==> src/vec_mem_note_unused.sv <==
`timescale 1ns/100ps

==> src/intc_pkg.sv <==
// constants, register map and carrier types of the interrupt prioritizer
// assumes a single 50 MHz clock and an axi4-lite register bus of 32 bits
package intc_pkg;

  // ----------------------------------------------------------------
  // sources
  // ----------------------------------------------------------------
  localparam int NSRC = 20;
  localparam int NMASK = 14;
  localparam logic [4:0] IDX_SERIAL_COMMS = 5'h00;
  localparam logic [4:0] IDX_SERIAL_PERIPH = 5'h01;
  localparam logic [4:0] IDX_PULSE_EDGE = 5'h02;
  localparam logic [4:0] IDX_PULSE_OVF = 5'h03;
  localparam logic [4:0] IDX_TIMER_OVF = 5'h04;
  localparam logic [4:0] IDX_CAP4_CMP5 = 5'h05;
  localparam logic [4:0] IDX_CMP4 = 5'h06;
  localparam logic [4:0] IDX_CMP3 = 5'h07;
  localparam logic [4:0] IDX_CMP2 = 5'h08;
  localparam logic [4:0] IDX_CMP1 = 5'h09;
  localparam logic [4:0] IDX_CAP3 = 5'h0a;
  localparam logic [4:0] IDX_CAP2 = 5'h0b;
  localparam logic [4:0] IDX_CAP1 = 5'h0c;
  localparam logic [4:0] IDX_TICK = 5'h0d;
  localparam logic [4:0] IDX_EXT_REQ = 5'h0e;
  localparam logic [4:0] IDX_EXT_NMI = 5'h0f;
  localparam logic [4:0] IDX_SOFTWARE_TRAP = 5'h10;
  localparam logic [4:0] IDX_ILLEGAL_OP = 5'h11;
  localparam logic [4:0] IDX_WATCHDOG_FAILURE = 5'h12;
  localparam logic [4:0] IDX_CLOCK_MONITOR = 5'h13;

  // ----------------------------------------------------------------
  // register map (byte addresses)
  // ----------------------------------------------------------------
  localparam int ADDR_W = 8;
  localparam logic [7:0] OFS_FLAG = 8'h00;
  localparam logic [7:0] OFS_MASK = 8'h04;
  localparam logic [7:0] OFS_CTRL = 8'h08;
  localparam logic [7:0] OFS_STATE = 8'h0c;
  localparam logic [7:0] OFS_ISTAT = 8'h10;
  localparam logic [7:0] OFS_IMASK = 8'h14;
  localparam logic [7:0] OFS_PROTECT = 8'h18;
  localparam logic [7:0] OFS_VEC_BASE = 8'h40;
  localparam logic [7:0] OFS_VEC_END = 8'h90;

  // control register fields
  localparam int CTRL_GMASK_BIT = 0;
  localparam int CTRL_NMASK_BIT = 1;
  localparam int CTRL_EDGE_BIT = 2;
  localparam int CTRL_PRO_LSB = 8;
  localparam int CTRL_PRO_MSB = 12;
  localparam logic [4:0] PROMOTE_NONE = 5'h1f;
  localparam logic [4:0] PROMOTE_LIMIT = 5'h0f;

  // state register fields
  localparam int STATE_SRC_LSB = 0;
  localparam int STATE_FSM_LSB = 8;
  localparam int STATE_DEPTH_LSB = 12;
  localparam int STATE_BUSY_BIT = 16;

  // interrupt status bits
  localparam int IST_W = 3;
  localparam int IST_ENTRY = 0;
  localparam int IST_RETURN = 1;
  localparam int IST_FAULT = 2;

  // reset values
  localparam logic RST_GMASK = 1'b1;
  localparam logic RST_NMASK = 1'b1;
  localparam logic RST_EDGE = 1'b1;
  localparam logic RST_PROTECT = 1'b1;

  // axi responses
  localparam logic [1:0] RESP_OKAY = 2'b00;
  localparam logic [1:0] RESP_SLVERR = 2'b10;

  // ----------------------------------------------------------------
  // timing and vectors
  // ----------------------------------------------------------------
  localparam logic [6:0] PROTECT_CYCLES = 7'd64;
  localparam int SAVE_DEPTH = 2;
  localparam logic [15:0] PSEUDO_BASE = 16'hae20;
  localparam logic [15:0] PSEUDO_LAST = 16'haebf;
  localparam logic [15:0] PSEUDO_STRIDE = 16'h0008;

  typedef enum logic [1:0] {
    ST_IDLE = 2'b00,
    ST_ENTRY = 2'b01,
    ST_SERVICE = 2'b10
  } fsm_t;

  typedef struct packed {
    logic [NMASK-1:0] periph;
    logic ext_req_n;
    logic ext_nmi_n;
    logic watchdog_failure;
    logic clock_monitor;
  } src_in_t;

  typedef struct packed {
    logic save_done;
    logic return_from_interrupt_instruction;
    logic software_trap;
    logic illegal_op;
  } cpu_in_t;

endpackage

==> src/intc_top.sv <==
// interrupt recognition, prioritisation and dispatch with axi4-lite regs
// assumes source and cpu inputs are synchronous to CLK, events are pulses
//
// How it works
// - a peripheral source counts only while its flag and mask are both set.
// - recognised peripheral and request-pin sources wait for a clear global mask, nmi for its own bit.
// - several pending sources are taken one at a time by priority.
// - priority is fixed but software may promote one maskable source.
// - a recognised nmi beats every maskable source and is taken at once; trap, opcode, watchdog and clock monitor beat it.
// - entry saves the mask state and sets the global mask.
// - writing a one clears a flag; software can never set one.
// - return restores the saved mask state and re-arbitrates.
// - twenty distinct sources cover peripherals, pins, trap and opcode.
// - watchdog and clock monitor are reset-class with own vectors.
// - fixed vectors point into a table whose writes can be locked.
// - the request pin is edge latched after reset unless edge is cleared
// - reset sets the nmi mask bit; the nmi pin is level only.
//
// Design decisions made here: the placing of the registers and the AXI4-Lite register port.
`timescale 1ns/100ps
module intc_top (
  input wire logic CLK,
  input wire logic RST_N,
  input wire logic S_AXI_AWVALID,
  output logic S_AXI_AWREADY,
  input wire logic [7:0] S_AXI_AWADDR,
  input wire logic S_AXI_WVALID,
  output logic S_AXI_WREADY,
  input wire logic [31:0] S_AXI_WDATA,
  input wire logic [3:0] S_AXI_WSTRB,
  output logic S_AXI_BVALID,
  input wire logic S_AXI_BREADY,
  output logic [1:0] S_AXI_BRESP,
  input wire logic S_AXI_ARVALID,
  output logic S_AXI_ARREADY,
  input wire logic [7:0] S_AXI_ARADDR,
  output logic S_AXI_RVALID,
  input wire logic S_AXI_RREADY,
  output logic [31:0] S_AXI_RDATA,
  output logic [1:0] S_AXI_RRESP,
  input wire intc_pkg::src_in_t SRC_IN,
  input wire intc_pkg::cpu_in_t CPU_IN,
  output logic INT_REQ,
  output logic [4:0] SRC_ID,
  output logic [15:0] VECTOR_ADDR,
  output logic [15:0] HANDLER_ADDR,
  output logic IN_SERVICE,
  output logic GLOBAL_MASK,
  output logic NMI_MASK,
  output logic RESET_REQ,
  output logic IRQ
);

  // ----------------------------------------------------------------
  // helpers
  // ----------------------------------------------------------------
  function automatic logic [31:0] byte_mask(input logic [3:0] s);
    return {{8{s[3]}}, {8{s[2]}}, {8{s[1]}}, {8{s[0]}}};
  endfunction

  function automatic logic in_vec(input logic [7:0] a);
    return a >= intc_pkg::OFS_VEC_BASE && a < intc_pkg::OFS_VEC_END;
  endfunction

  function automatic logic [4:0] vec_idx(input logic [7:0] a);
    logic [7:0] d;
    d = a - intc_pkg::OFS_VEC_BASE;
    return d[6:2];
  endfunction

  // highest index wins; promoted source goes above all maskable ones
  function automatic logic [5:0] pick(input logic [19:0] p,
                                      input logic [4:0] pro);
    logic [5:0] r;
    logic [31:0] pw;
    r = 6'h00;
    pw = {12'h000, p};
    for (int k = 0; k < intc_pkg::NSRC; k++) begin
      if (p[k]) begin
        r = {1'b1, 5'(k)};
      end
    end
    if (pro < intc_pkg::PROMOTE_LIMIT && pw[pro] && p[19:15] == 5'h00) begin
      r = {1'b1, pro};
    end
    return r;
  endfunction

  function automatic logic [15:0] vec_ptr(input logic [4:0] idx);
    return intc_pkg::PSEUDO_BASE + 16'(idx) * intc_pkg::PSEUDO_STRIDE;
  endfunction

  // ----------------------------------------------------------------
  // state
  // ----------------------------------------------------------------
  intc_pkg::fsm_t fsm_r;
  logic [intc_pkg::NMASK-1:0] flag_r, mask_r, flag_clr;
  logic [4:0] promote_r, src_r;
  logic edge_r, prot_r, gmask_r, nmask_r;
  logic [6:0] boot_cnt_r;
  logic ext_req_q_r, ext_nmi_q_r, ext_latch_r;
  logic trap_pend_r, illop_pend_r, wdog_pend_r, clkmon_pend_r;
  logic [1:0] save_r [intc_pkg::SAVE_DEPTH];
  logic [1:0] depth_r;
  logic [intc_pkg::IST_W-1:0] istat_r, imask_r, ist_set;
  logic aw_hold_r, w_hold_r, rd_busy_r, rd_stage_r;
  logic [7:0] awaddr_r, araddr_r;
  logic [31:0] wdata_r, wm_r;
  logic [19:0] pend;
  logic [5:0] choice;
  logic wr_go, rd_go, take, is_nmi_class;
  logic [15:0] vec_rd;

  // ----------------------------------------------------------------
  // recognition and arbitration
  // ----------------------------------------------------------------
  logic ext_act;
  assign ext_act = edge_r ? ext_latch_r : ~ext_req_q_r;
  always_comb begin
    pend[13:0] = flag_r & mask_r & {intc_pkg::NMASK{~gmask_r}};
    pend[14] = ext_act & ~gmask_r;
    pend[15] = ~ext_nmi_q_r & ~nmask_r;
    pend[16] = trap_pend_r;
    pend[17] = illop_pend_r;
    pend[18] = wdog_pend_r;
    pend[19] = clkmon_pend_r;
  end

  assign choice = pick(pend, promote_r);
  assign take = choice[5] && depth_r < 2'(intc_pkg::SAVE_DEPTH)
                && (fsm_r == intc_pkg::ST_IDLE
                    || fsm_r == intc_pkg::ST_SERVICE);
  assign is_nmi_class = choice[4:0] == intc_pkg::IDX_EXT_NMI
                        || choice[4:0] >= intc_pkg::IDX_WATCHDOG_FAILURE;

  // ----------------------------------------------------------------
  // register writes
  // ----------------------------------------------------------------
  assign wr_go = aw_hold_r && w_hold_r && !S_AXI_BVALID;
  logic wr_flag, wr_mask, wr_ctrl, wr_imask, wr_prot, wr_vec;
  assign wr_flag = wr_go && awaddr_r == intc_pkg::OFS_FLAG;
  assign wr_mask = wr_go && awaddr_r == intc_pkg::OFS_MASK;
  assign wr_ctrl = wr_go && awaddr_r == intc_pkg::OFS_CTRL;
  assign wr_imask = wr_go && awaddr_r == intc_pkg::OFS_IMASK;
  assign wr_prot = wr_go && awaddr_r == intc_pkg::OFS_PROTECT;
  assign wr_vec = wr_go && in_vec(awaddr_r) && !prot_r;
  assign flag_clr = wr_flag ? (wdata_r[13:0] & wm_r[13:0]) : 14'h0000;

  always_ff @(posedge CLK) begin
    if (!RST_N) begin
      flag_r <= 14'h0000;
    end else begin
      flag_r <= (flag_r & ~flag_clr) | SRC_IN.periph;
    end
  end

  always_ff @(posedge CLK) begin
    if (!RST_N) begin
      mask_r <= 14'h0000;
      promote_r <= intc_pkg::PROMOTE_NONE;
      imask_r <= 3'h0;
      prot_r <= intc_pkg::RST_PROTECT;
    end else begin
      if (wr_mask) begin
        mask_r <= (mask_r & ~wm_r[13:0]) | (wdata_r[13:0] & wm_r[13:0]);
      end
      if (wr_ctrl && wm_r[intc_pkg::CTRL_PRO_LSB]) begin
        promote_r <= wdata_r[intc_pkg::CTRL_PRO_MSB:intc_pkg::CTRL_PRO_LSB];
      end
      if (wr_imask && wm_r[0]) begin
        imask_r <= wdata_r[intc_pkg::IST_W-1:0];
      end
      if (wr_prot && wm_r[0]) begin
        prot_r <= wdata_r[0];
      end
    end
  end

  // edge select is writable only during the early window after reset
  always_ff @(posedge CLK) begin
    if (!RST_N) begin
      boot_cnt_r <= 7'd0;
      edge_r <= intc_pkg::RST_EDGE;
    end else begin
      if (boot_cnt_r < intc_pkg::PROTECT_CYCLES) begin
        boot_cnt_r <= boot_cnt_r + 7'd1;
      end
      if (wr_ctrl && wm_r[0] && boot_cnt_r < intc_pkg::PROTECT_CYCLES) begin
        edge_r <= wdata_r[intc_pkg::CTRL_EDGE_BIT];
      end
    end
  end

  // ----------------------------------------------------------------
  // pin sampling and event latches
  // ----------------------------------------------------------------
  logic take_ext, take_trap, take_illop, take_wdog, take_clk;
  assign take_ext = take && choice[4:0] == intc_pkg::IDX_EXT_REQ;
  assign take_trap = take && choice[4:0] == intc_pkg::IDX_SOFTWARE_TRAP;
  assign take_illop = take && choice[4:0] == intc_pkg::IDX_ILLEGAL_OP;
  assign take_wdog = take && choice[4:0] == intc_pkg::IDX_WATCHDOG_FAILURE;
  assign take_clk = take && choice[4:0] == intc_pkg::IDX_CLOCK_MONITOR;

  always_ff @(posedge CLK) begin
    if (!RST_N) begin
      ext_req_q_r <= 1'b1;
      ext_nmi_q_r <= 1'b1;
      ext_latch_r <= 1'b0;
      trap_pend_r <= 1'b0;
      illop_pend_r <= 1'b0;
      wdog_pend_r <= 1'b0;
      clkmon_pend_r <= 1'b0;
    end else begin
      ext_req_q_r <= SRC_IN.ext_req_n;
      ext_nmi_q_r <= SRC_IN.ext_nmi_n;
      ext_latch_r <= (ext_latch_r && !take_ext)
                     || (ext_req_q_r && !SRC_IN.ext_req_n);
      trap_pend_r <= (trap_pend_r && !take_trap)
                     || CPU_IN.software_trap;
      illop_pend_r <= (illop_pend_r && !take_illop)
                      || CPU_IN.illegal_op;
      wdog_pend_r <= (wdog_pend_r && !take_wdog)
                     || SRC_IN.watchdog_failure;
      clkmon_pend_r <= (clkmon_pend_r && !take_clk)
                       || SRC_IN.clock_monitor;
    end
  end

  // ----------------------------------------------------------------
  // dispatch sequence and mask bits
  // ----------------------------------------------------------------
  logic do_ret;
  logic [1:0] top_idx;
  assign do_ret = fsm_r == intc_pkg::ST_SERVICE
                  && CPU_IN.return_from_interrupt_instruction;
  assign top_idx = depth_r - 2'd1;

  always_ff @(posedge CLK) begin
    if (!RST_N) begin
      fsm_r <= intc_pkg::ST_IDLE;
      src_r <= 5'h00;
      depth_r <= 2'd0;
      save_r[0] <= 2'b00;
      save_r[1] <= 2'b00;
      gmask_r <= intc_pkg::RST_GMASK;
      nmask_r <= intc_pkg::RST_NMASK;
      INT_REQ <= 1'b0;
      VECTOR_ADDR <= intc_pkg::PSEUDO_BASE;
    end else begin
      if (wr_ctrl && wm_r[0]) begin
        gmask_r <= wdata_r[intc_pkg::CTRL_GMASK_BIT];
        if (!wdata_r[intc_pkg::CTRL_NMASK_BIT]) begin
          nmask_r <= 1'b0;
        end
      end
      unique case (fsm_r)
        intc_pkg::ST_IDLE, intc_pkg::ST_SERVICE: begin
          if (do_ret) begin
            {gmask_r, nmask_r} <= save_r[top_idx[0]];
            depth_r <= top_idx;
            if (depth_r == 2'd1) begin
              fsm_r <= intc_pkg::ST_IDLE;
            end
          end else if (take) begin
            fsm_r <= intc_pkg::ST_ENTRY;
            src_r <= choice[4:0];
            VECTOR_ADDR <= vec_ptr(choice[4:0]);
            INT_REQ <= 1'b1;
            save_r[depth_r[0]] <= {gmask_r, nmask_r};
            depth_r <= depth_r + 2'd1;
            gmask_r <= 1'b1;
            if (is_nmi_class) begin
              nmask_r <= 1'b1;
            end
          end
        end
        intc_pkg::ST_ENTRY: begin
          if (CPU_IN.save_done) begin
            fsm_r <= intc_pkg::ST_SERVICE;
            INT_REQ <= 1'b0;
          end
        end
        default: begin
          fsm_r <= intc_pkg::ST_IDLE;
        end
      endcase
    end
  end

  // ----------------------------------------------------------------
  // handler table
  // ----------------------------------------------------------------
  vec_mem u_vec (
    .clk(CLK),
    .rst_n(RST_N),
    .we(wr_vec),
    .waddr(vec_idx(awaddr_r)),
    .wdata(wdata_r[15:0]),
    .wbe(wm_r[8] ? {1'b1, wm_r[0]} : {1'b0, wm_r[0]}),
    .raddr_a(take ? choice[4:0] : src_r),
    .rdata_a(HANDLER_ADDR),
    .raddr_b(vec_idx(araddr_r)),
    .rdata_b(vec_rd)
  );

  // ----------------------------------------------------------------
  // event status and interrupt line
  // ----------------------------------------------------------------
  logic rd_ist;
  assign ist_set = {take && is_nmi_class && choice[4],
                    do_ret, take};
  assign rd_ist = rd_go && araddr_r == intc_pkg::OFS_ISTAT;

  always_ff @(posedge CLK) begin
    if (!RST_N) begin
      istat_r <= 3'h0;
      IRQ <= 1'b0;
      RESET_REQ <= 1'b0;
    end else begin
      istat_r <= (istat_r & ~(rd_ist ? istat_r : 3'h0)) | ist_set;
      IRQ <= |(istat_r & imask_r);
      RESET_REQ <= RESET_REQ || wdog_pend_r || clkmon_pend_r;
    end
  end

  // ----------------------------------------------------------------
  // axi4-lite slave
  // ----------------------------------------------------------------
  always_ff @(posedge CLK) begin
    if (!RST_N) begin
      aw_hold_r <= 1'b0;
      w_hold_r <= 1'b0;
      awaddr_r <= 8'h00;
      wdata_r <= 32'h00000000;
      wm_r <= 32'h00000000;
      S_AXI_AWREADY <= 1'b1;
      S_AXI_WREADY <= 1'b1;
      S_AXI_BVALID <= 1'b0;
      S_AXI_BRESP <= intc_pkg::RESP_OKAY;
    end else begin
      if (S_AXI_AWVALID && S_AXI_AWREADY) begin
        aw_hold_r <= 1'b1;
        awaddr_r <= {S_AXI_AWADDR[7:2], 2'b00};
        S_AXI_AWREADY <= 1'b0;
      end
      if (S_AXI_WVALID && S_AXI_WREADY) begin
        w_hold_r <= 1'b1;
        wdata_r <= S_AXI_WDATA;
        wm_r <= byte_mask(S_AXI_WSTRB);
        S_AXI_WREADY <= 1'b0;
      end
      if (wr_go) begin
        aw_hold_r <= 1'b0;
        w_hold_r <= 1'b0;
        S_AXI_BVALID <= 1'b1;
        S_AXI_BRESP <= (awaddr_r <= intc_pkg::OFS_PROTECT
                        && awaddr_r != intc_pkg::OFS_STATE
                        && awaddr_r != intc_pkg::OFS_ISTAT)
                       || in_vec(awaddr_r)
                       ? intc_pkg::RESP_OKAY : intc_pkg::RESP_SLVERR;
      end
      if (S_AXI_BVALID && S_AXI_BREADY) begin
        S_AXI_BVALID <= 1'b0;
        S_AXI_AWREADY <= 1'b1;
        S_AXI_WREADY <= 1'b1;
      end
    end
  end

  assign rd_go = rd_busy_r && rd_stage_r;

  always_ff @(posedge CLK) begin
    if (!RST_N) begin
      rd_busy_r <= 1'b0;
      rd_stage_r <= 1'b0;
      araddr_r <= 8'h00;
      S_AXI_ARREADY <= 1'b1;
      S_AXI_RVALID <= 1'b0;
      S_AXI_RDATA <= 32'h00000000;
      S_AXI_RRESP <= intc_pkg::RESP_OKAY;
    end else begin
      if (S_AXI_ARVALID && S_AXI_ARREADY) begin
        araddr_r <= {S_AXI_ARADDR[7:2], 2'b00};
        S_AXI_ARREADY <= 1'b0;
        rd_busy_r <= 1'b1;
        rd_stage_r <= 1'b0;
      end else if (rd_busy_r && !rd_stage_r) begin
        rd_stage_r <= 1'b1;
      end else if (rd_go) begin
        rd_busy_r <= 1'b0;
        rd_stage_r <= 1'b0;
        S_AXI_RVALID <= 1'b1;
        S_AXI_RRESP <= intc_pkg::RESP_OKAY;
        S_AXI_RDATA <= 32'h00000000;
        if (in_vec(araddr_r)) begin
          S_AXI_RDATA <= {16'h0000, vec_rd};
        end else begin
          unique case (araddr_r)
            intc_pkg::OFS_FLAG: S_AXI_RDATA <= {18'h00000, flag_r};
            intc_pkg::OFS_MASK: S_AXI_RDATA <= {18'h00000, mask_r};
            intc_pkg::OFS_CTRL: S_AXI_RDATA <= {19'h00000, promote_r,
                                  5'h00, edge_r, nmask_r, gmask_r};
            intc_pkg::OFS_STATE: S_AXI_RDATA <= {15'h0000,
                                  fsm_r != intc_pkg::ST_IDLE, 2'b00,
                                  depth_r, 2'b00, fsm_r, 3'h0, src_r};
            intc_pkg::OFS_ISTAT: S_AXI_RDATA <= {29'h00000000, istat_r};
            intc_pkg::OFS_IMASK: S_AXI_RDATA <= {29'h00000000, imask_r};
            intc_pkg::OFS_PROTECT: S_AXI_RDATA <= {31'h00000000, prot_r};
            default: S_AXI_RRESP <= intc_pkg::RESP_SLVERR;
          endcase
        end
      end
      if (S_AXI_RVALID && S_AXI_RREADY) begin
        S_AXI_RVALID <= 1'b0;
        S_AXI_ARREADY <= 1'b1;
      end
    end
  end

  // ----------------------------------------------------------------
  // cpu-facing status
  // ----------------------------------------------------------------
  always_ff @(posedge CLK) begin
    if (!RST_N) begin
      SRC_ID <= 5'h00;
      IN_SERVICE <= 1'b0;
      GLOBAL_MASK <= intc_pkg::RST_GMASK;
      NMI_MASK <= intc_pkg::RST_NMASK;
    end else begin
      SRC_ID <= take ? choice[4:0] : src_r;
      IN_SERVICE <= take || (fsm_r != intc_pkg::ST_IDLE
                             && !(do_ret && depth_r == 2'd1));
      GLOBAL_MASK <= gmask_r;
      NMI_MASK <= nmask_r;
    end
  end

endmodule

==> src/vec_mem.sv <==
// modifiable handler table, one 16-bit word per source
// assumes writes are already filtered by the protect bit
`timescale 1ns/100ps
module vec_mem (
  input wire logic clk,
  input wire logic rst_n,
  input wire logic we,
  input wire logic [4:0] waddr,
  input wire logic [15:0] wdata,
  input wire logic [1:0] wbe,
  input wire logic [4:0] raddr_a,
  output logic [15:0] rdata_a,
  input wire logic [4:0] raddr_b,
  output logic [15:0] rdata_b
);

  logic [15:0] mem [intc_pkg::NSRC];

  always_ff @(posedge clk) begin
    if (!rst_n) begin
      for (int k = 0; k < intc_pkg::NSRC; k++) begin
        mem[k] <= 16'h0000;
      end
    end else if (we && waddr < 5'(intc_pkg::NSRC)) begin
      if (wbe[0]) begin
        mem[waddr][7:0] <= wdata[7:0];
      end
      if (wbe[1]) begin
        mem[waddr][15:8] <= wdata[15:8];
      end
    end
  end

  always_ff @(posedge clk) begin
    if (!rst_n) begin
      rdata_a <= 16'h0000;
      rdata_b <= 16'h0000;
    end else begin
      rdata_a <= (raddr_a < 5'(intc_pkg::NSRC)) ? mem[raddr_a] : 16'h0000;
      rdata_b <= (raddr_b < 5'(intc_pkg::NSRC)) ? mem[raddr_b] : 16'h0000;
    end
  end

endmodule

==> config.mk <==
export PLATFORM = sky130hd
export DESIGN_NAME = intc_top
export DESIGN_NICKNAME = d
export VERILOG_FILES = /design/src/vec_mem_note_unused.sv /design/src/intc_pkg.sv /design/src/intc_top.sv /design/src/vec_mem.sv
export SDC_FILE = /design/constraint.sdc
export NUM_CORES = 1
export LEC_CHECK = 0
export ABC_AREA = 1
export BUFFER_PORTS_ARGS = -buffer_cell sky130_fd_sc_hd__buf_4
export CORE_ASPECT_RATIO = 1.1
export CORE_MARGIN = 1
export CORE_UTILIZATION = 25
export DETAILED_ROUTE_END_ITERATION = 6
export HOLD_SLACK_MARGIN = 0.15
export MAX_ROUTING_LAYER = met4
export PLACE_DENSITY = 0.51
export SYNTH_ARGS = -nofsm -noshare
export SYNTH_HDL_FRONTEND = slang
export SYNTH_HIERARCHICAL = 1
export SYNTH_SLANG_ARGS = --single-unit
==> constraint.sdc <==
create_clock -name CLK -period 3.6 [get_ports CLK]
set_clock_uncertainty 0.1 [all_clocks]
set_input_delay 0 -clock CLK [delete_from_list [all_inputs] [get_ports CLK]]
set_output_delay 0 -clock CLK [all_outputs]
set_load 0.01 [all_outputs]
==> results.cfg <==
[logic_synthesis]
avgSynthCellArea_um2 = 7.99
synth_edf_count = 352
netlist_area_um2 = 27000
synth_async_sr_flop_share_pct = 0
synth_ff_type = edfxtp_1
ys_seq_area_share_pct = 52.0
netlist_instances = 3378
synthDistinctLibCells = 53
yosys_warnings = 6
synth_top_area_share_pct = 39.2
synth.largest_area_cell = edfxtp_1
ys_seq_elements = 525
synthTopCellsByArea = edfxtp_1 39%, dfxtp_1 13%, nand2_1 9.6%

[placed_design]
hpwl_um = 63900
dp_slack_ns = 0.00881
numPlacedInstances = 4818
portBuffers = 115
gp_congestion = 0.907

[floorplanning]
dieArea_um2 = 109000
boundaryPins = 165
rows = 126
die_width_um = 315
initial_core_util_pct = 25.2
coreArea_um2 = 107000
die_y_um = 347

[timing]
slew_headroom_pct = 13.3
worst_slew_pin_slew_ns = 1.30
hold_viol_final = 0
final-setup-viol-count = 0
fin_ws_ns = 0.156
period_needed_ns = 3.44
max_freq_ghz = 0.290
rsz0062_at_grt = true
fin_crit_sh_pct = 95.7
holdWs_ns = 0.213
slew_viol_final = 0

[finish]
area_growth_syn_to_layout_pct = 24.4
nNetsFinal = 3708
final_cell_count_no_fill = 5082
final_common_cell = nand2_1
layout_common_cells = 687 x nand2_1, 462 x nor2_1, 382 x inv_1, 362 x nand3_1, 352 x edfxtp_1
drive_gt1_share_pct = 12.0
n_antenna_cell = 0

[critical_path]
critPathLaunchType = flip-flop
crit_type = flip-flop to flip-flop
r2r_setup_slack_ns = 0.16
cp_max_fo = 12
end_kind = flip-flop
timing.rr.start = promote_r[1]
arrival_ns = 3.92
rr_worst_depth = 24
worstReg2RegEnd = u_vec/rdata_a[10]
worstPathRequired_ns = 4.07

[cts]
cts_inserted_buffers = 59
h-tree-depth = 2
path_clk_slew_ns = 0.06
cts_tree = yes
ctsRootBufferMaster = clkbuf_16
clk_latency_ns = 0.66
clkSinkCount = 525
clockBufferDepth = 3

[min_path]
hold_end = wdata_r[0]
worstHoldStart = S_AXI_WDATA[0]
hold_depth = 4
hold_path.class = primary input to flip-flop

[grt]
grt_overflow = 0
grt_max_degree = 154
grt_first_pass_wirelength_um = 143000
antenna_found_initial = 0
grt_pass1_vias = 22900
grt_util_all_layers_pct = 17.7

[route]
drc_errors = 10
ant_nets = 0
wirelength_um = 98500
num_vias = 24400
viasPerCell = 4.81
drt_iter0_drc = 2210
wl_per_cell_um = 19.4
dr.pass1.iters = 7

[power_and_ir_drop]
total_power_uw = 22200
vdd_drop_max_v = 0.000380
power.density_nw_per_um2 = 663
p_leak_uw = 0.0136

[outcome]
status = complete, but fails checks
violations = design-rule violations

[run]
drv_cap = 0
power breakdown:
group / switching [uW] / internal, uW
combinational: 5600 / 3220
sequential: 300 / 6850
clock: 2620 / 3650
routing by layer:
layer	global-route usage, %	part of all wire (%)	routed length [um]	vias to the layer above
met5	-	0	0	-
met4	4.46	2.6	2510	0
met3	2.08	6.6	6470	165
met2	28.3	47	46500	947
met1	23.7	44	43000	11700
li1	-	-	-	11600
critical path: stages (launching register included):
cell and delay (ns):
dfxtp_1 0.43, inv_1 0.20, nor2_1 0.18, nand2_1 0.07, nand3_1 0.10, o211ai_2 0.10, nand3_4 0.13, inv_1 0.06
or2_0 0.19, inv_1 0.06, nand2_1 0.06, nand2_1 0.09, nand2_2 0.08, o21ai_4 0.09, clkinv_4 0.08, clkbuf_8 0.18
buf_6 0.15, clkbuf_16 0.17, nand2_1 0.07, nand3_1 0.10, nand3_1 0.12, nand3_1 0.16, nand2_1 0.14, nand2_1 0.07
a21oi_1 0.12
cell families after synthesis:
group | Yosys count | share of synthesized area (%)
AND/OR/NAND/NOR | 1621 | 26.0
buffers and inverters | 636 | 9.67
AO/OA/AOI/OAI | 589 | 12.0
flip-flops | 525 | 52.0
adder cells (fa/ha/maj) | 4 | 0.186
other | 3 | 0.0417
Yosys cell counts, types with 3 or more instances:
| cell | count |
|---|---|
| a211oi_1 | 6 |
| o221ai_1 | 8 |
| buf_1 | 22 |
| nand4_1 | 6 |
| nor2_2 | 5 |
| a21oi_2 | 3 |
| nand3_1 | 366 |
| o22ai_1 | 4 |
| inv_2 | 9 |
| o21ai_0 | 234 |
| o21ai_1 | 11 |
| clkinv_1 | 5 |
| edfxtp_1 | 352 |
| buf_2 | 50 |
| nand2_1 | 689 |
| or2_2 | 3 |
| nor2_4 | 3 |
| a221oi_1 | 9 |
| a31oi_1 | 14 |
| clkbuf_1 | 127 |
| inv_1 | 385 |
| o21ai_2 | 3 |
| a22oi_1 | 4 |
| ha_1 | 4 |
| nor3_1 | 17 |
| nor2_1 | 468 |
| nor3_4 | 4 |
| nand3_2 | 45 |
| conb_1 | 3 |
| nand2_2 | 4 |
| o211ai_1 | 50 |
| a21oi_1 | 233 |
| dfxtp_1 | 173 |
| buf_4 | 34 |
worst max path at each step:
stage / endpoint / slack [ns] / from
floorplan: u_vec/rdata_a[0] / 0.62 / gmask_r
global placement: u_vec/rdata_a[12] / 0.02 / gmask_r
detailed placement: u_vec/rdata_a[12] / 0.009 / gmask_r
CTS: u_vec/rdata_a[12] / 0.09 / flip-flop
global route: u_vec/rdata_a[1] / -0.01 / promote_r[0]
finish: u_vec/rdata_a[10] / 0.16 / promote_r[1]
layout make-up:
cell class	instances	area (um2)
multi-input cells	2269	10600
clock inverters	18	208
well taps	1408	1760
fillers	11300	73700
inverters	400	1520
clock buffers	94	1830
flip-flops and latches	525	14000
repair buffers	368	3570
registers in the layout, indices dropped and copies added, names as in the netlist, 7 cells and up, named ones only:
signal and cells:
flag_r 14, u_vec/rdata_b 16, wdata_r 16, boot_cnt_r 7, u_vec/rdata_a 16, u_vec/mem 348
S_AXI_RDATA 17
what timing repair did:
| item | 4_1_cts | 5_1_grt |
|---|---|---|
| hold buffers | 137 | 0 |
| endpoints found under the setup margin | 1 | 16 |
| cloned | 0 | 7 |
| pin swaps | 0 | 3 |
| setup buffers | 0 | 8 |
| resized for setup | 1 | 38 |
| hold endpoints to repair | 95 | 0 |
through the flow:
stage               area (um2)  setup TNS (ns)  utilization, %
finish                   33600               0            31.3
global route             33600         -0.0407            31.3
CTS                      33200               0            30.9
detailed placement       29700               0            27.7
global placement         29700               0            27.7
floorplan                27200               0               -
Note: power is estimated with default switching activity, not from simulation.
